<file path="src/bmi_buf.sv">
/*
 * Shared package for the block-move and instruction-format core, and the
 * two-entry skid buffer that carries decoded records to the consumer.
 * Assumes one clock, an asynchronous active-low reset, and same-clock neighbours.
 */
`timescale 1ns/100ps
package bmi_pkg;
   // First-word opcode classes; the layout of each class is set in the core decoder
   localparam logic [3:0] OPC_ONLY = 4'h0;
   localparam logic [3:0] OPC_BRANCH = 4'h4;
   localparam logic [3:0] OPC_REG_EXT = 4'h6;
   localparam logic [3:0] OPC_BLOCK_MOVE = 4'h7;
   // Field positions inside the first word
   localparam int OPC_MSB = 15;
   localparam int OPC_LSB = 12;
   localparam int CC_LSB = 8;
   localparam int EXT_SIZE_LSB = 8;
   localparam int RN_LSB = 4;
   localparam int RM_LSB = 0;
   localparam int VARIANT_BIT = 0;
   // Extension size codes
   localparam logic [1:0] EXT_8 = 2'h0;
   localparam logic [1:0] EXT_16 = 2'h1;
   localparam logic [1:0] EXT_32 = 2'h2;
   localparam logic [15:0] CNT_RESET = 16'h0000;
   localparam logic [31:0] PTR_RESET = 32'h0000_0000;
   localparam int BUF_DEPTH = 2;

   typedef enum logic [1:0] {
      LAY_OP_ONLY,
      LAY_OP_REG,
      LAY_OP_REG_EXT,
      LAY_OP_CC_EXT
   } bmi_layout_t;

   typedef struct packed {
      bmi_layout_t layout;
      logic [3:0] opcode_field;
      logic [7:0] second_opcode_field;
      logic [1:0] reg_field_count;
      logic [3:0] first_reg_field;
      logic [3:0] second_reg_field;
      logic [2:0] first_addr_sel;
      logic [2:0] second_addr_sel;
      logic [1:0] ext_size;
      logic [31:0] operand_extension_field;
      logic [3:0] branch_condition_field;
      logic block_move;
      logic block_move_word_count;
   } bmi_dec_t;

   typedef struct packed {
      logic [15:0] count_word;
      logic [31:0] source_pointer;
      logic [31:0] dest_pointer;
   } bmi_regs_t;
endpackage

module bmi_buf import bmi_pkg::*; #(
   parameter int W = 8
) (
   // Clock and reset
   input wire logic clk,
   input wire logic rst_b,
   // Filling side
   input wire logic in_valid,
   output logic in_ready,
   input wire logic [W-1:0] in_data,
   // Draining side
   output logic out_valid,
   input wire logic out_ready,
   output logic [W-1:0] out_data
);
   typedef struct packed {
      logic [BUF_DEPTH-1:0][W-1:0] mem;
      logic [1:0] cnt;
   } bmi_buf_state_t;

   bmi_buf_state_t s_reg, s_next;
   logic push, pop;

   assign in_ready = (s_reg.cnt != 2'(BUF_DEPTH));
   assign out_valid = (s_reg.cnt != 2'h0);
   assign out_data = s_reg.mem[0];
   assign push = in_valid && in_ready;
   assign pop = out_valid && out_ready;

   always_comb begin
      s_next = s_reg;
      // Shift register order keeps the head at slot 0
      if (pop) begin
         s_next.mem[0] = s_reg.mem[1];
      end
      if (push) begin
         if (s_reg.cnt == 2'h0 || (s_reg.cnt == 2'h1 && pop)) begin
            s_next.mem[0] = in_data;
         end else begin
            s_next.mem[1] = in_data;
         end
      end
      s_next.cnt = 2'(s_reg.cnt + {1'b0, push} - {1'b0, pop});
   end

   always_ff @(posedge clk or negedge rst_b) begin
      if (!rst_b) begin
         s_reg <= '0;
      end else begin
         s_reg <= s_next;
      end
   end
endmodule

</file>
<file path="src/bmi_core.sv">
/*
 * Instruction-format decoder with block byte move execution.
 * Assumes instruction words arrive from a same-clock fetch stream and the
 * data memory answers each request with a one-cycle ack on the same clock.
 */
`timescale 1ns/100ps
// Notes on behaviour
// - Move copies byte at source pointer to destination, both pointers step by one.
// - Byte variant counts low byte, word variant full count; zero count moves nothing.
// - Next instruction fetch starts the cycle right after the final byte write.
// - Instructions are taken as a sequence of 16-bit words.
// - Opcode always from top four bits; a second opcode field is supported.
// - Register fields: 3-bit address select, 3/4-bit data select, zero to two fields; the code gives 0 or 2 fields, never one.
// - Extension of 8, 16 or 32 bits follows the first word.
// - Branch instructions yield a condition field from the first word.
// - Four layouts: op only, op+regs, op+regs+ext, op+cond+ext.
module bmi_core import bmi_pkg::*; (
   // Clock and reset
   input wire logic clk,
   input wire logic rst_b,
   // Instruction word stream
   input wire logic insn_valid,
   output logic insn_ready,
   input wire logic [15:0] insn_word,
   // Register preload
   input wire logic regs_ld_valid,
   output logic regs_ld_ready,
   input wire bmi_regs_t regs_ld,
   // Register view
   output bmi_regs_t regs_view,
   output logic move_busy,
   // Decoded record stream
   output logic dec_valid,
   input wire logic dec_ready,
   output bmi_dec_t dec_out,
   // Data memory
   output logic mem_req,
   output logic mem_we,
   output logic [31:0] mem_addr,
   output logic [7:0] mem_wdata,
   input wire logic mem_ack,
   input wire logic [7:0] mem_rdata
);
   typedef enum logic [2:0] {
      ST_FETCH,
      ST_EXT,
      ST_EMIT,
      ST_MV_RD,
      ST_MV_WR
   } bmi_st_t;

   typedef struct packed {
      bmi_st_t st;
      logic ext_left;
      bmi_dec_t dec;
      bmi_regs_t regs;
      logic [7:0] byte_hold;
   } bmi_state_t;

   bmi_state_t s_reg, s_next;
   logic buf_ready, push;
   logic [15:0] cnt_after;
   logic last_byte;

   assign insn_ready = (s_reg.st == ST_FETCH) || (s_reg.st == ST_EXT);
   assign regs_ld_ready = (s_reg.st == ST_FETCH);
   assign push = (s_reg.st == ST_EMIT);
   assign regs_view = s_reg.regs;
   assign move_busy = (s_reg.st == ST_MV_RD) || (s_reg.st == ST_MV_WR);
   assign mem_req = move_busy;
   assign mem_we = (s_reg.st == ST_MV_WR);
   assign mem_addr = mem_we ? s_reg.regs.dest_pointer : s_reg.regs.source_pointer;
   assign mem_wdata = s_reg.byte_hold;

   // Byte variant only touches the low byte of the count
   always_comb begin
      cnt_after = s_reg.regs.count_word;
      if (s_reg.dec.block_move_word_count) begin
         cnt_after = 16'(s_reg.regs.count_word - 16'h1);
      end else begin
         cnt_after[7:0] = 8'(s_reg.regs.count_word[7:0] - 8'h1);
      end
      last_byte = s_reg.dec.block_move_word_count ? (cnt_after == 16'h0) : (cnt_after[7:0] == 8'h0);
   end

   always_comb begin
      s_next = s_reg;
      unique case (s_reg.st)
         ST_FETCH: begin
            if (regs_ld_valid) begin
               s_next.regs = regs_ld;
            end
            if (insn_valid) begin
               s_next.dec = '0;
               s_next.dec.opcode_field = insn_word[OPC_MSB:OPC_LSB];
               s_next.dec.first_reg_field = insn_word[RN_LSB+3:RN_LSB];
               s_next.dec.second_reg_field = insn_word[RM_LSB+3:RM_LSB];
               s_next.dec.first_addr_sel = insn_word[RN_LSB+2:RN_LSB];
               s_next.dec.second_addr_sel = insn_word[RM_LSB+2:RM_LSB];
               s_next.st = ST_EMIT;
               unique case (insn_word[OPC_MSB:OPC_LSB])
                  OPC_ONLY: begin
                     s_next.dec.layout = LAY_OP_ONLY;
                     s_next.dec.second_opcode_field = insn_word[7:0];
                     s_next.dec.first_reg_field = 4'h0;
                     s_next.dec.second_reg_field = 4'h0;
                     s_next.dec.first_addr_sel = 3'h0;
                     s_next.dec.second_addr_sel = 3'h0;
                  end
                  OPC_BRANCH: begin
                     s_next.dec.layout = LAY_OP_CC_EXT;
                     s_next.dec.branch_condition_field = insn_word[CC_LSB+3:CC_LSB];
                     s_next.dec.ext_size = EXT_16;
                     s_next.dec.first_reg_field = 4'h0;
                     s_next.dec.second_reg_field = 4'h0;
                     s_next.dec.first_addr_sel = 3'h0;
                     s_next.dec.second_addr_sel = 3'h0;
                     s_next.st = ST_EXT;
                  end
                  OPC_REG_EXT: begin
                     s_next.dec.layout = LAY_OP_REG_EXT;
                     s_next.dec.reg_field_count = 2'h2;
                     s_next.dec.ext_size = insn_word[EXT_SIZE_LSB+1:EXT_SIZE_LSB];
                     s_next.dec.second_opcode_field = {6'h0, insn_word[11:10]};
                     s_next.ext_left = (insn_word[EXT_SIZE_LSB+1:EXT_SIZE_LSB] == EXT_32);
                     s_next.st = ST_EXT;
                  end
                  OPC_BLOCK_MOVE: begin
                     s_next.dec.layout = LAY_OP_ONLY;
                     s_next.dec.block_move = 1'b1;
                     s_next.dec.second_opcode_field = insn_word[11:4];
                     s_next.dec.block_move_word_count = insn_word[VARIANT_BIT];
                     s_next.dec.first_reg_field = 4'h0;
                     s_next.dec.second_reg_field = 4'h0;
                     s_next.dec.first_addr_sel = 3'h0;
                     s_next.dec.second_addr_sel = 3'h0;
                  end
                  default: begin
                     s_next.dec.layout = LAY_OP_REG;
                     s_next.dec.reg_field_count = 2'h2;
                     s_next.dec.second_opcode_field = insn_word[11:4];
                  end
               endcase
            end
         end
         ST_EXT: begin
            if (insn_valid) begin
               // 32-bit extensions arrive high word first
               if (s_reg.dec.ext_size == EXT_8) begin
                  s_next.dec.operand_extension_field = {24'h0, insn_word[7:0]};
               end else begin
                  s_next.dec.operand_extension_field = {s_reg.dec.operand_extension_field[15:0], insn_word};
               end
               s_next.ext_left = 1'b0;
               if (!s_reg.ext_left) begin
                  s_next.st = ST_EMIT;
               end
            end
         end
         ST_EMIT: begin
            // Stall here until the buffer has room; no record is dropped
            if (buf_ready) begin
               s_next.st = ST_FETCH;
               if (s_reg.dec.block_move) begin
                  if (s_reg.dec.block_move_word_count ? (s_reg.regs.count_word != 16'h0)
                      : (s_reg.regs.count_word[7:0] != 8'h0)) begin
                     s_next.st = ST_MV_RD;
                  end
               end
            end
         end
         ST_MV_RD: begin
            if (mem_ack) begin
               s_next.byte_hold = mem_rdata;
               s_next.st = ST_MV_WR;
            end
         end
         ST_MV_WR: begin
            if (mem_ack) begin
               s_next.regs.source_pointer = s_reg.regs.source_pointer + 32'h1;
               s_next.regs.dest_pointer = s_reg.regs.dest_pointer + 32'h1;
               s_next.regs.count_word = cnt_after;
               s_next.st = last_byte ? ST_FETCH : ST_MV_RD;
            end
         end
      endcase
   end

   always_ff @(posedge clk or negedge rst_b) begin
      if (!rst_b) begin
         s_reg <= '{st: ST_FETCH, ext_left: 1'b0, dec: '0,
                    regs: '{CNT_RESET, PTR_RESET, PTR_RESET}, byte_hold: 8'h0};
      end else begin
         s_reg <= s_next;
      end
   end

   bmi_buf #(
      .W($bits(bmi_dec_t))
   ) u_buf (
      .clk(clk),
      .rst_b(rst_b),
      .in_valid(push),
      .in_ready(buf_ready),
      .in_data(s_reg.dec),
      .out_valid(dec_valid),
      .out_ready(dec_ready),
      .out_data(dec_out)
   );

   // Checks
   logic wr_done;
   logic fetch_take;
   assign wr_done = (s_reg.st == ST_MV_WR) && mem_ack;
   assign fetch_take = (s_reg.st == ST_FETCH) && insn_valid;
endmodule

</file>
<file path="config.mk">
export PLATFORM = sky130hd
export DESIGN_NAME = bmi_core
export DESIGN_NICKNAME = d
export VERILOG_FILES = /design/src/bmi_buf.sv /design/src/bmi_core.sv
export SDC_FILE = /design/constraint.sdc
export NUM_CORES = 1
export LEC_CHECK = 0
export ABC_AREA = 1
export BUFFER_PORTS_ARGS = -buffer_cell sky130_fd_sc_hd__buf_2
export CORE_MARGIN = 10
export CORE_UTILIZATION = 51
export CTS_CLUSTER_DIAMETER = 120
export DETAILED_ROUTE_END_ITERATION = 10
export PLACE_DENSITY = 0.78
export SLEW_MARGIN = 10
export SYNTH_ARGS = -nofsm -noshare
export SYNTH_HDL_FRONTEND = slang
export SYNTH_SLANG_ARGS = --single-unit
export TNS_END_PERCENT = 100
</file>
<file path="constraint.sdc">
create_clock -name clk -period 2.02 [get_ports clk]
set_clock_uncertainty 0.2 [all_clocks]
set_input_delay 0.101 -clock clk [delete_from_list [all_inputs] [get_ports clk]]
set_output_delay 0.101 -clock clk [all_outputs]
set_load 0.01 [all_outputs]
</file>
==> results of run 1 <==
-- cell type report --
| class | instances | share of cell area [%] |
|---|---|---|
| multi-input cells | 1216 | 32.27 |
| repair buffers | 690 | 25.18 |
| well taps | 396 | 2.176 |
| clock inverters | 21 | 1.105 |
| inverters | 212 | 3.616 |
| flip-flops and latches | 290 | 31.93 |
| clock buffers | 37 | 3.726 |
-- report_power, final --
group          internal, mW  switching, mW  leakage, nW
sequential             8.27           2.14         3.65
combinational          8.61           11.3         6.86
clock                  3.55           2.59        0.543
-- worst paths after layout --
| kind | startpoint | to | slack, ns |
|---|---|---|---|
| hold / removal | mem_rdata[7] | mem_wdata[7]$_DFFE_PN0P_ | 0.09 |
| hold reg to reg | u_buf.s_reg[137]$_DFFE_PN0P_ | u_buf.s_reg[137]$_DFFE_PN0P_ | 0.29 |
| min in group asynchronous | rst_b | regs_view[65]$_DFFE_PN0P_ | 0.36 |
| setup reg to reg | regs_view[5]$_DFFE_PN0P_ | regs_view[26]$_DFFE_PN0P_ | -0.26 |
| max in group asynchronous | rst_b | regs_view[35]$_DFFE_PN0P_ | 0.53 |
| setup / recovery | s_reg[160]$_DFFE_PN0P_ | mem_addr[17] | -0.29 |
-- cells in the mapped netlist (all sizes together) --
library cell,instances
mux2,16
and2,1
xor2,21
a211oi,2
o22ai,58
o21ai,236
a21oi,43
a32oi,6
o32ai,1
or2,3
a41oi,4
a31oi,45
o21bai,3
nand4,19
ha,6
clkinv,1
nor4,7
nand3,100
o211ai,9
nor2,173
o41ai,1
dfrtp,290
o21a,4
inv,211
a22oi,4
o2111a,1
a2bb2oi,3
buf,205
a221oi,6
a311oi,1
clkbuf,50
nor3,31
xnor2,3
nand2,406
mux2i,1
-- routing by layer --
layer,track usage [%],part of all wire (%),vias to the layer above
li1,-,-,7290
met1,33.41,35,8127
met2,45.34,47,1178
met3,7.348,11,333
met4,14.34,6.7,2
met5,0,0.020,-
-- kinds of logic (layout without fill, tap and decap cells) --
logic type	after synthesis	after routing	share of synthesized area [%]
adders and majority gates	6	6	0.4800
xor gates and xnor gates	24	24	1.344
DFF	290	290	46.40
AOI/OAI and AO/OA	427	427	15.46
buffers and inverters	467	960	15.23
and+or+nand+nor	740	742	19.87
muxes	17	17	1.216
-- per-stage QoR --
| step | power, mW | setup WS [ns] | hold WS, ns | instances |
|---|---|---|---|---|
| 6_report | 36.48 | -0.2939 | 0.09114 | 2862 |
| 5_1_grt | 38.32 | -0.3696 | 0.1205 | 2862 |
| 4_1_cts | 32.18 | -0.2266 | 0.07094 | 2786 |
| 3_5_place_dp | 24.48 | -0.2063 | -0.1626 | 2575 |
| 3_3_place_gp | 24.15 | -0.2684 | -0.1694 | 2575 |
| 2_1_floorplan | 19.60 | 0.08511 | -0.3946 | 1971 |
-- tightest hold or removal path, cell delays in order --
cell and delay [ns]:
sky130_fd_sc_hd__dlygate4sd3_1 0.52, sky130_fd_sc_hd__buf_2 0.10, sky130_fd_sc_hd__mux2_2 0.13
-- timing repair --
item | CTS | global route
cloned | 9 | 22
setup endpoints to repair | 58 | 249
hold buffers | 110 | 0
endpoints found under the hold margin | 431 | 0
gates resized for setup | 142 | 321
pin swaps | 15 | 68
buffers inserted | 34 | 62
==> out/summary.txt, run 1 <==
Cells after Synth - 1971
Setup repair after global routing missed its margin - true
Number of antenna-violating nets in the routed design - 0
Nets - 2557
Final Worst Setup Slack - -0.2939 ns
Post-synthesis cell type with the largest combined area - sky130_fd_sc_hd__dfrtp_1
Crit share post-route - 114.6%
Synthesized flop and latch total - 290
Number of top-level pins - 306
Largest net degree at the start of global routing - 67
Placed Instance Area - 17560 µm²
Count of buffers inserted at the top-level ports - 305
Initial core utilization - 51.40%
Worst Hold Depth - 3
DRT Pass-1 Iters - 6
Critical Setup Path Class - reg2out
Design area - 22770 µm²
Number of fill cells in the layout - 1902
Critical path arrival - 2.01 ns
Antenna Diode Count - 0
Maximum clock frequency - 432.2 MHz
Headroom to the max-slew limit - 64.38%
Post-route minimum period - 2.314 ns
Leading cell types in the layout, fill and taps excluded - sky130_fd_sc_hd__nand2_1 (358), sky130_fd_sc_hd__buf_2 (292), sky130_fd_sc_hd__dfrtp_1 (280)
Nature of the critical path endpoint - output port
FP Rows - 64
First-pass GRT wire length - 87.61 mm
Path depth of the worst reg2reg path - 8
Storage element area - 7269 µm²
Via density per instance - 5.915
Largest register FFs - 80
Gate family responsible for the most delay along the worst path - buffers and inverters
Routed wire per std cell - 22.54 µm
Critical path required time - 1.72 ns
Final weighted congestion in routability-driven placement - 0.9269
Fraction of final layout cells with drive strength greater than 1 - 36.78%
Number of H-tree levels - 1
Die width - 195.1 µm
Violated checks - negative setup slack
Post-Syn Nets - 2087
Max-cap violations - 0
Initial antenna violation count - 1
Setup-failing EPs final - 137
Total Routed Length - 64.52 mm
Class of the most critical hold timing path - in2reg
Most common library cell in the layout ignoring fill and taps - sky130_fd_sc_hd__nand2_1
Vertical die dimension - 195.1 µm
P per Cell Area - 1602 nW/µm²
List of cells traversed by the critical path - inv_2, nand3_4, buf_16, o21ai_1, buf_2
Seq/Total Area, Yosys - 46.40%
DP HPWL - 36.98 mm
Die Outline Area - 38070 µm²
Worst path depth - 5
Buffers plus inverters on the worst setup path - 3
Worst-case clock buffer depth - 3
DRC - 0
Worst-path maximum fanout - 39
Vias in the first global route - 16080
Yosys warning count - 0
Synthesized area divided by synthesized cell count - 7.935 µm²
Sinks on the clock net - 290
TritonCTS clock tree - yes
Kind of start point of the critical path - flop
Most area-consuming cells after synthesis - sky130_fd_sc_hd__dfrtp_1 (46%), sky130_fd_sc_hd__nand2_1 (9.7%), sky130_fd_sc_hd__buf_4 (7.7%), sky130_fd_sc_hd__o21ai_0 (5.3%), sky130_fd_sc_hd__inv_1 (4.7%)
Via count - 16930
Clk_lat worst skew - 0.58 ns
Initial DRC count - 1923
Result of the run - complete, but fails checks
Pleak - 11.05 nW
GRT Total Usage - 27.87%
Measured slew at the worst slew-check pin - 0.5288 ns
Final-report max-slew violation count - 0
Layout overhead on the synthesized area - 45.58%
Worst supply voltage drop on vdd - 0.9829 mV
Slowest stage delay, CP - 0.42 ns
Placeable core region - 30430 µm²
Distinct cell type count of the synthesized netlist - 51
TritonCTS buffer count - 31
Cell type of the slowest stage on the worst timing path - sky130_fd_sc_hd__dfrtp_1
Total congestion overflow after global routing - 0
Final core occ - 74.83%
Final hold viol count - 0
Total negative slack for setup checks - -14.77 ns
Multi-input logic area - 7348 µm²
Register clock-pin slew on the reported worst setup and hold paths - 0.07 ns
Root buf cell - sky130_fd_sc_hd__clkbuf_16
Cell Area, Synth - 15640 µm²
Top-area cell type share of the netlist area - 46.40%
No activity file was read; power rests on OpenSTA's default activity.
==> run 2: changes to the inputs <==
--- a/config.mk
+++ b/config.mk
@@ -8,10 +8,10 @@
 export ABC_AREA = 1
 export BUFFER_PORTS_ARGS = -buffer_cell sky130_fd_sc_hd__buf_2
 export CORE_MARGIN = 10
-export CORE_UTILIZATION = 51
+export CORE_UTILIZATION = 60
 export CTS_CLUSTER_DIAMETER = 120
 export DETAILED_ROUTE_END_ITERATION = 10
-export PLACE_DENSITY = 0.78
+export PLACE_DENSITY = 0.86
 export SLEW_MARGIN = 10
 export SYNTH_ARGS = -nofsm -noshare
 export SYNTH_HDL_FRONTEND = slang
==> constraint.sdc (replaced) <==
create_clock -name clk -period 2.8 [get_ports clk]
set_clock_uncertainty 0.2 [all_clocks]
set_input_delay 0.14 -clock clk [delete_from_list [all_inputs] [get_ports clk]]
set_output_delay 0.14 -clock clk [all_outputs]
set_load 0.01 [all_outputs]
==> out/summary.txt, run 2 (synthesized netlist as in run 1, its figures left out) <==
Sinks on the clock net - 290 (unchanged)
Die Outline Area - 32920 µm² (was 38070 µm²)
Number of antenna-violating nets in the routed design - 0 (unchanged)
GRT Total Usage - 29.78% (was 27.87%)
Critical path required time - 2.46 ns (was 1.72 ns)
Critical path arrival - 2.38 ns (was 2.01 ns)
P per Cell Area - 1126 nW/µm² (was 1602 nW/µm²)
Measured slew at the worst slew-check pin - 0.6371 ns (was 0.5288 ns)
TritonCTS clock tree - yes (unchanged)
Number of top-level pins - 306 (unchanged)
Total negative slack for setup checks - 0 ns (was -14.77 ns)
Via count - 15070 (was 16930)
DRT Pass-1 Iters - 8 (was 6)
Nature of the critical path endpoint - output port (unchanged)
Critical Setup Path Class - reg2out (unchanged)
Register clock-pin slew on the reported worst setup and hold paths - 0.07 ns (about the same)
Placeable core region - 25840 µm² (was 30430 µm²)
Design area - 18620 µm² (was 22770 µm²)
Maximum clock frequency - 368.2 MHz
Setup-failing EPs final - 0 (was 137)
Largest net degree at the start of global routing - 115 (was 67)
Final hold viol count - 0 (unchanged)
Vertical die dimension - 181.5 µm (was 195.1 µm)
Leading cell types in the layout, fill and taps excluded - sky130_fd_sc_hd__nand2_1 (403), sky130_fd_sc_hd__buf_2 (304), sky130_fd_sc_hd__dfrtp_1 (288) (was sky130_fd_sc_hd__nand2_1 (358), sky130_fd_sc_hd__buf_2 (292), sky130_fd_sc_hd__dfrtp_1 (280))
Layout overhead on the synthesized area - 19.07% (was 45.58%)
Combinational fraction of design power - 44.4% (was 54.6%)
Class of the most critical hold timing path - in2reg (unchanged)
Kind of start point of the critical path - flop (unchanged)
Final-report max-slew violation count - 0 (unchanged)
TritonCTS buffer count - 30 (was 31)
Post-route minimum period - 2.716 ns
Cell type of the slowest stage on the worst timing path - sky130_fd_sc_hd__buf_4 (was sky130_fd_sc_hd__dfrtp_1)
Worst-case clock buffer depth - 3 (unchanged)
Worst-case setup slack after placement - 0.4196 ns (was -0.2063 ns)
Total Routed Length - 51.49 mm (was 64.52 mm)
Total congestion overflow after global routing - 0 (unchanged)
Placed Instance Area - 16360 µm² (was 17560 µm²)
First-pass GRT wire length - 80.83 mm (was 87.61 mm)
Initial DRC count - 2152 (was 1923)
Worst-path maximum fanout - 56 (was 39)
Count of buffers inserted at the top-level ports - 305 (unchanged)
Root buf cell - sky130_fd_sc_hd__clkbuf_16 (unchanged)
Number of H-tree levels - 1 (unchanged)
Max-cap violations - 0 (unchanged)
Final Worst Setup Slack - 0.08417 ns (was -0.2939 ns)
Vias in the first global route - 14990 (was 16080)
Via density per instance - 5.884 (was 5.915)
Setup repair after global routing missed its margin - false (was true)
Gate family responsible for the most delay along the worst path - buffers and inverters (unchanged)
Clk_lat worst skew - 0.57 ns (was 0.58 ns)
Cell Count, Final, Fillers Out - 2561 (was 2862)
Inst Count DP - 2379 (was 2575)
DRC - 0 (unchanged)
Switching pwr - 9.295 mW (was 16.05 mW)
Die width - 181.5 µm (was 195.1 µm)
Buffers plus inverters on the worst setup path - 2 (was 3)
Tightest hold margin - 0.06303 ns (was 0.09114 ns)
Result of the run - finished, final reports clean (was complete, but fails checks)
Number of fill cells in the layout - 1906 (was 1902)
Slowest stage delay, CP - 0.54 ns (was 0.42 ns)
Headroom to the max-slew limit - 57.27% (was 64.38%)
Nets - 2313 (was 2557)
Sequential fraction of design power - 36.1% (was 28.5%)
FP Rows - 59 (was 64)
Initial antenna violation count - 6 (was 1)
Routed wire per std cell - 20.11 µm (was 22.54 µm)
Part of the total power dissipated in the clock network - 19.5% (was 16.8%)
Most common library cell in the layout ignoring fill and taps - sky130_fd_sc_hd__nand2_1 (unchanged)
Pleak - 9.201 nW (was 11.05 nW)
Final weighted congestion in routability-driven placement - 0.9668 (was 0.9269)
Worst supply voltage drop on vdd - 0.6922 mV (was 0.9829 mV)
List of cells traversed by the critical path - nand3_4, buf_4, nor2_1, a21oi_1, buf_2 (was inv_2, nand3_4, buf_16, o21ai_1, buf_2)
Fraction of final layout cells with drive strength greater than 1 - 19.61% (was 36.78%)
Largest register FFs - 80 (unchanged)
Initial core utilization - 60.53% (was 51.40%)
DP HPWL - 34.18 mm (was 36.98 mm)
Total internal power - 11.67 mW (was 20.43 mW)
Crit share post-route - 96.99%
Fraction of power spent switching nets - 44.34% (was 44.00%)
==> run 2: cell type report <==
type                            count  area (µm²)  share of cell area [%]
Multi-Input combinational cell   1214        6065                   32.57
Inverter                          212       799.5                   4.293
Clock inverter                      7       88.84                  0.4770
Sequential cell                   290        7259                   38.98
Antenna cell                        8       20.02                  0.1075
Clock buffer                       46       930.9                   4.999
Tap cell                          335       419.2                   2.251
Timing Repair Buffer              449        3040                   16.33
==> run 2: per-layer routing <==
| metal | track usage (%) | up-vias | part of all wire (%) |
|---|---|---|---|
| li1 | - | 6787 | - |
| met1 | 36.29 | 7161 | 37 |
| met2 | 46.93 | 883 | 47 |
| met3 | 7.396 | 239 | 9.3 |
| met4 | 18.16 | 0 | 6.6 |
| met5 | 0 | - | 0 |
==> run 2: stage by stage <==
step / util [%] / power [mW]
6_report: 72.08 / 20.96
5_1_grt: 72.05 / 22.27
4_1_cts: 71.87 / 20.75
3_5_place_dp: 63.31 / 16.36
3_3_place_gp: 63.31 / 16.03
2_1_floorplan: - / 14.14
==> run 2: power groups by stage <==
stage / logic (mW) / registers (mW) / clock network, mW
after floorplan: 7.12 / 7.02 / 0
after global placement: 8.59 / 7.44 / 0
after detailed placement: 8.83 / 7.53 / 0
after CTS: 9.15 / 7.48 / 4.11
after global routing: 10.2 / 7.75 / 4.30
final: 9.31 / 7.56 / 4.09
==> run 2: repair_timing <==
item	in CTS	in global routing
setup buffers	0	2
hold endpoints to repair	427	0
setup endpoints to repair	0	3
hold buffers	119	0
resized for setup	0	7
==> run 2: worst paths after layout <==
| kind | start | to | slack [ns] | depth (start not counted) |
|---|---|---|---|---|
| min | dec_ready | u_buf.out_data[55]$_DFF_PN0_ | 0.06 | 6 |
| max reg2reg | regs_view[1]$_DFFE_PN0P_ | regs_view[14]$_DFFE_PN0P_ | 0.15 | 8 |
| max in group asynchronous | rst_b | regs_view[1]$_DFFE_PN0P_ | 0.97 | 4 |
| min in group asynchronous | rst_b | regs_view[75]$_DFFE_PN0P_ | 0.46 | 3 |
| min reg2reg | u_buf.s_reg[93]$_DFFE_PN0P_ | u_buf.s_reg[93]$_DFFE_PN0P_ | 0.29 | 2 |
| max | s_reg[161]$_DFFE_PN0P_ | mem_addr[18] | 0.08 | 5 |
==> run 2: worst reg2reg max path, cell delays in order, from the launching register on <==
cell	delay, ns
sky130_fd_sc_hd__dfrtp_2	0.43
sky130_fd_sc_hd__ha_1	0.19
sky130_fd_sc_hd__nand2_1	0.11
sky130_fd_sc_hd__nor2_2	0.17
sky130_fd_sc_hd__nand4_1	0.23
sky130_fd_sc_hd__nor3_2	0.27
sky130_fd_sc_hd__o21ai_0	0.11
sky130_fd_sc_hd__mux2_2	0.29
sky130_fd_sc_hd__dlygate4sd3_1	0.55
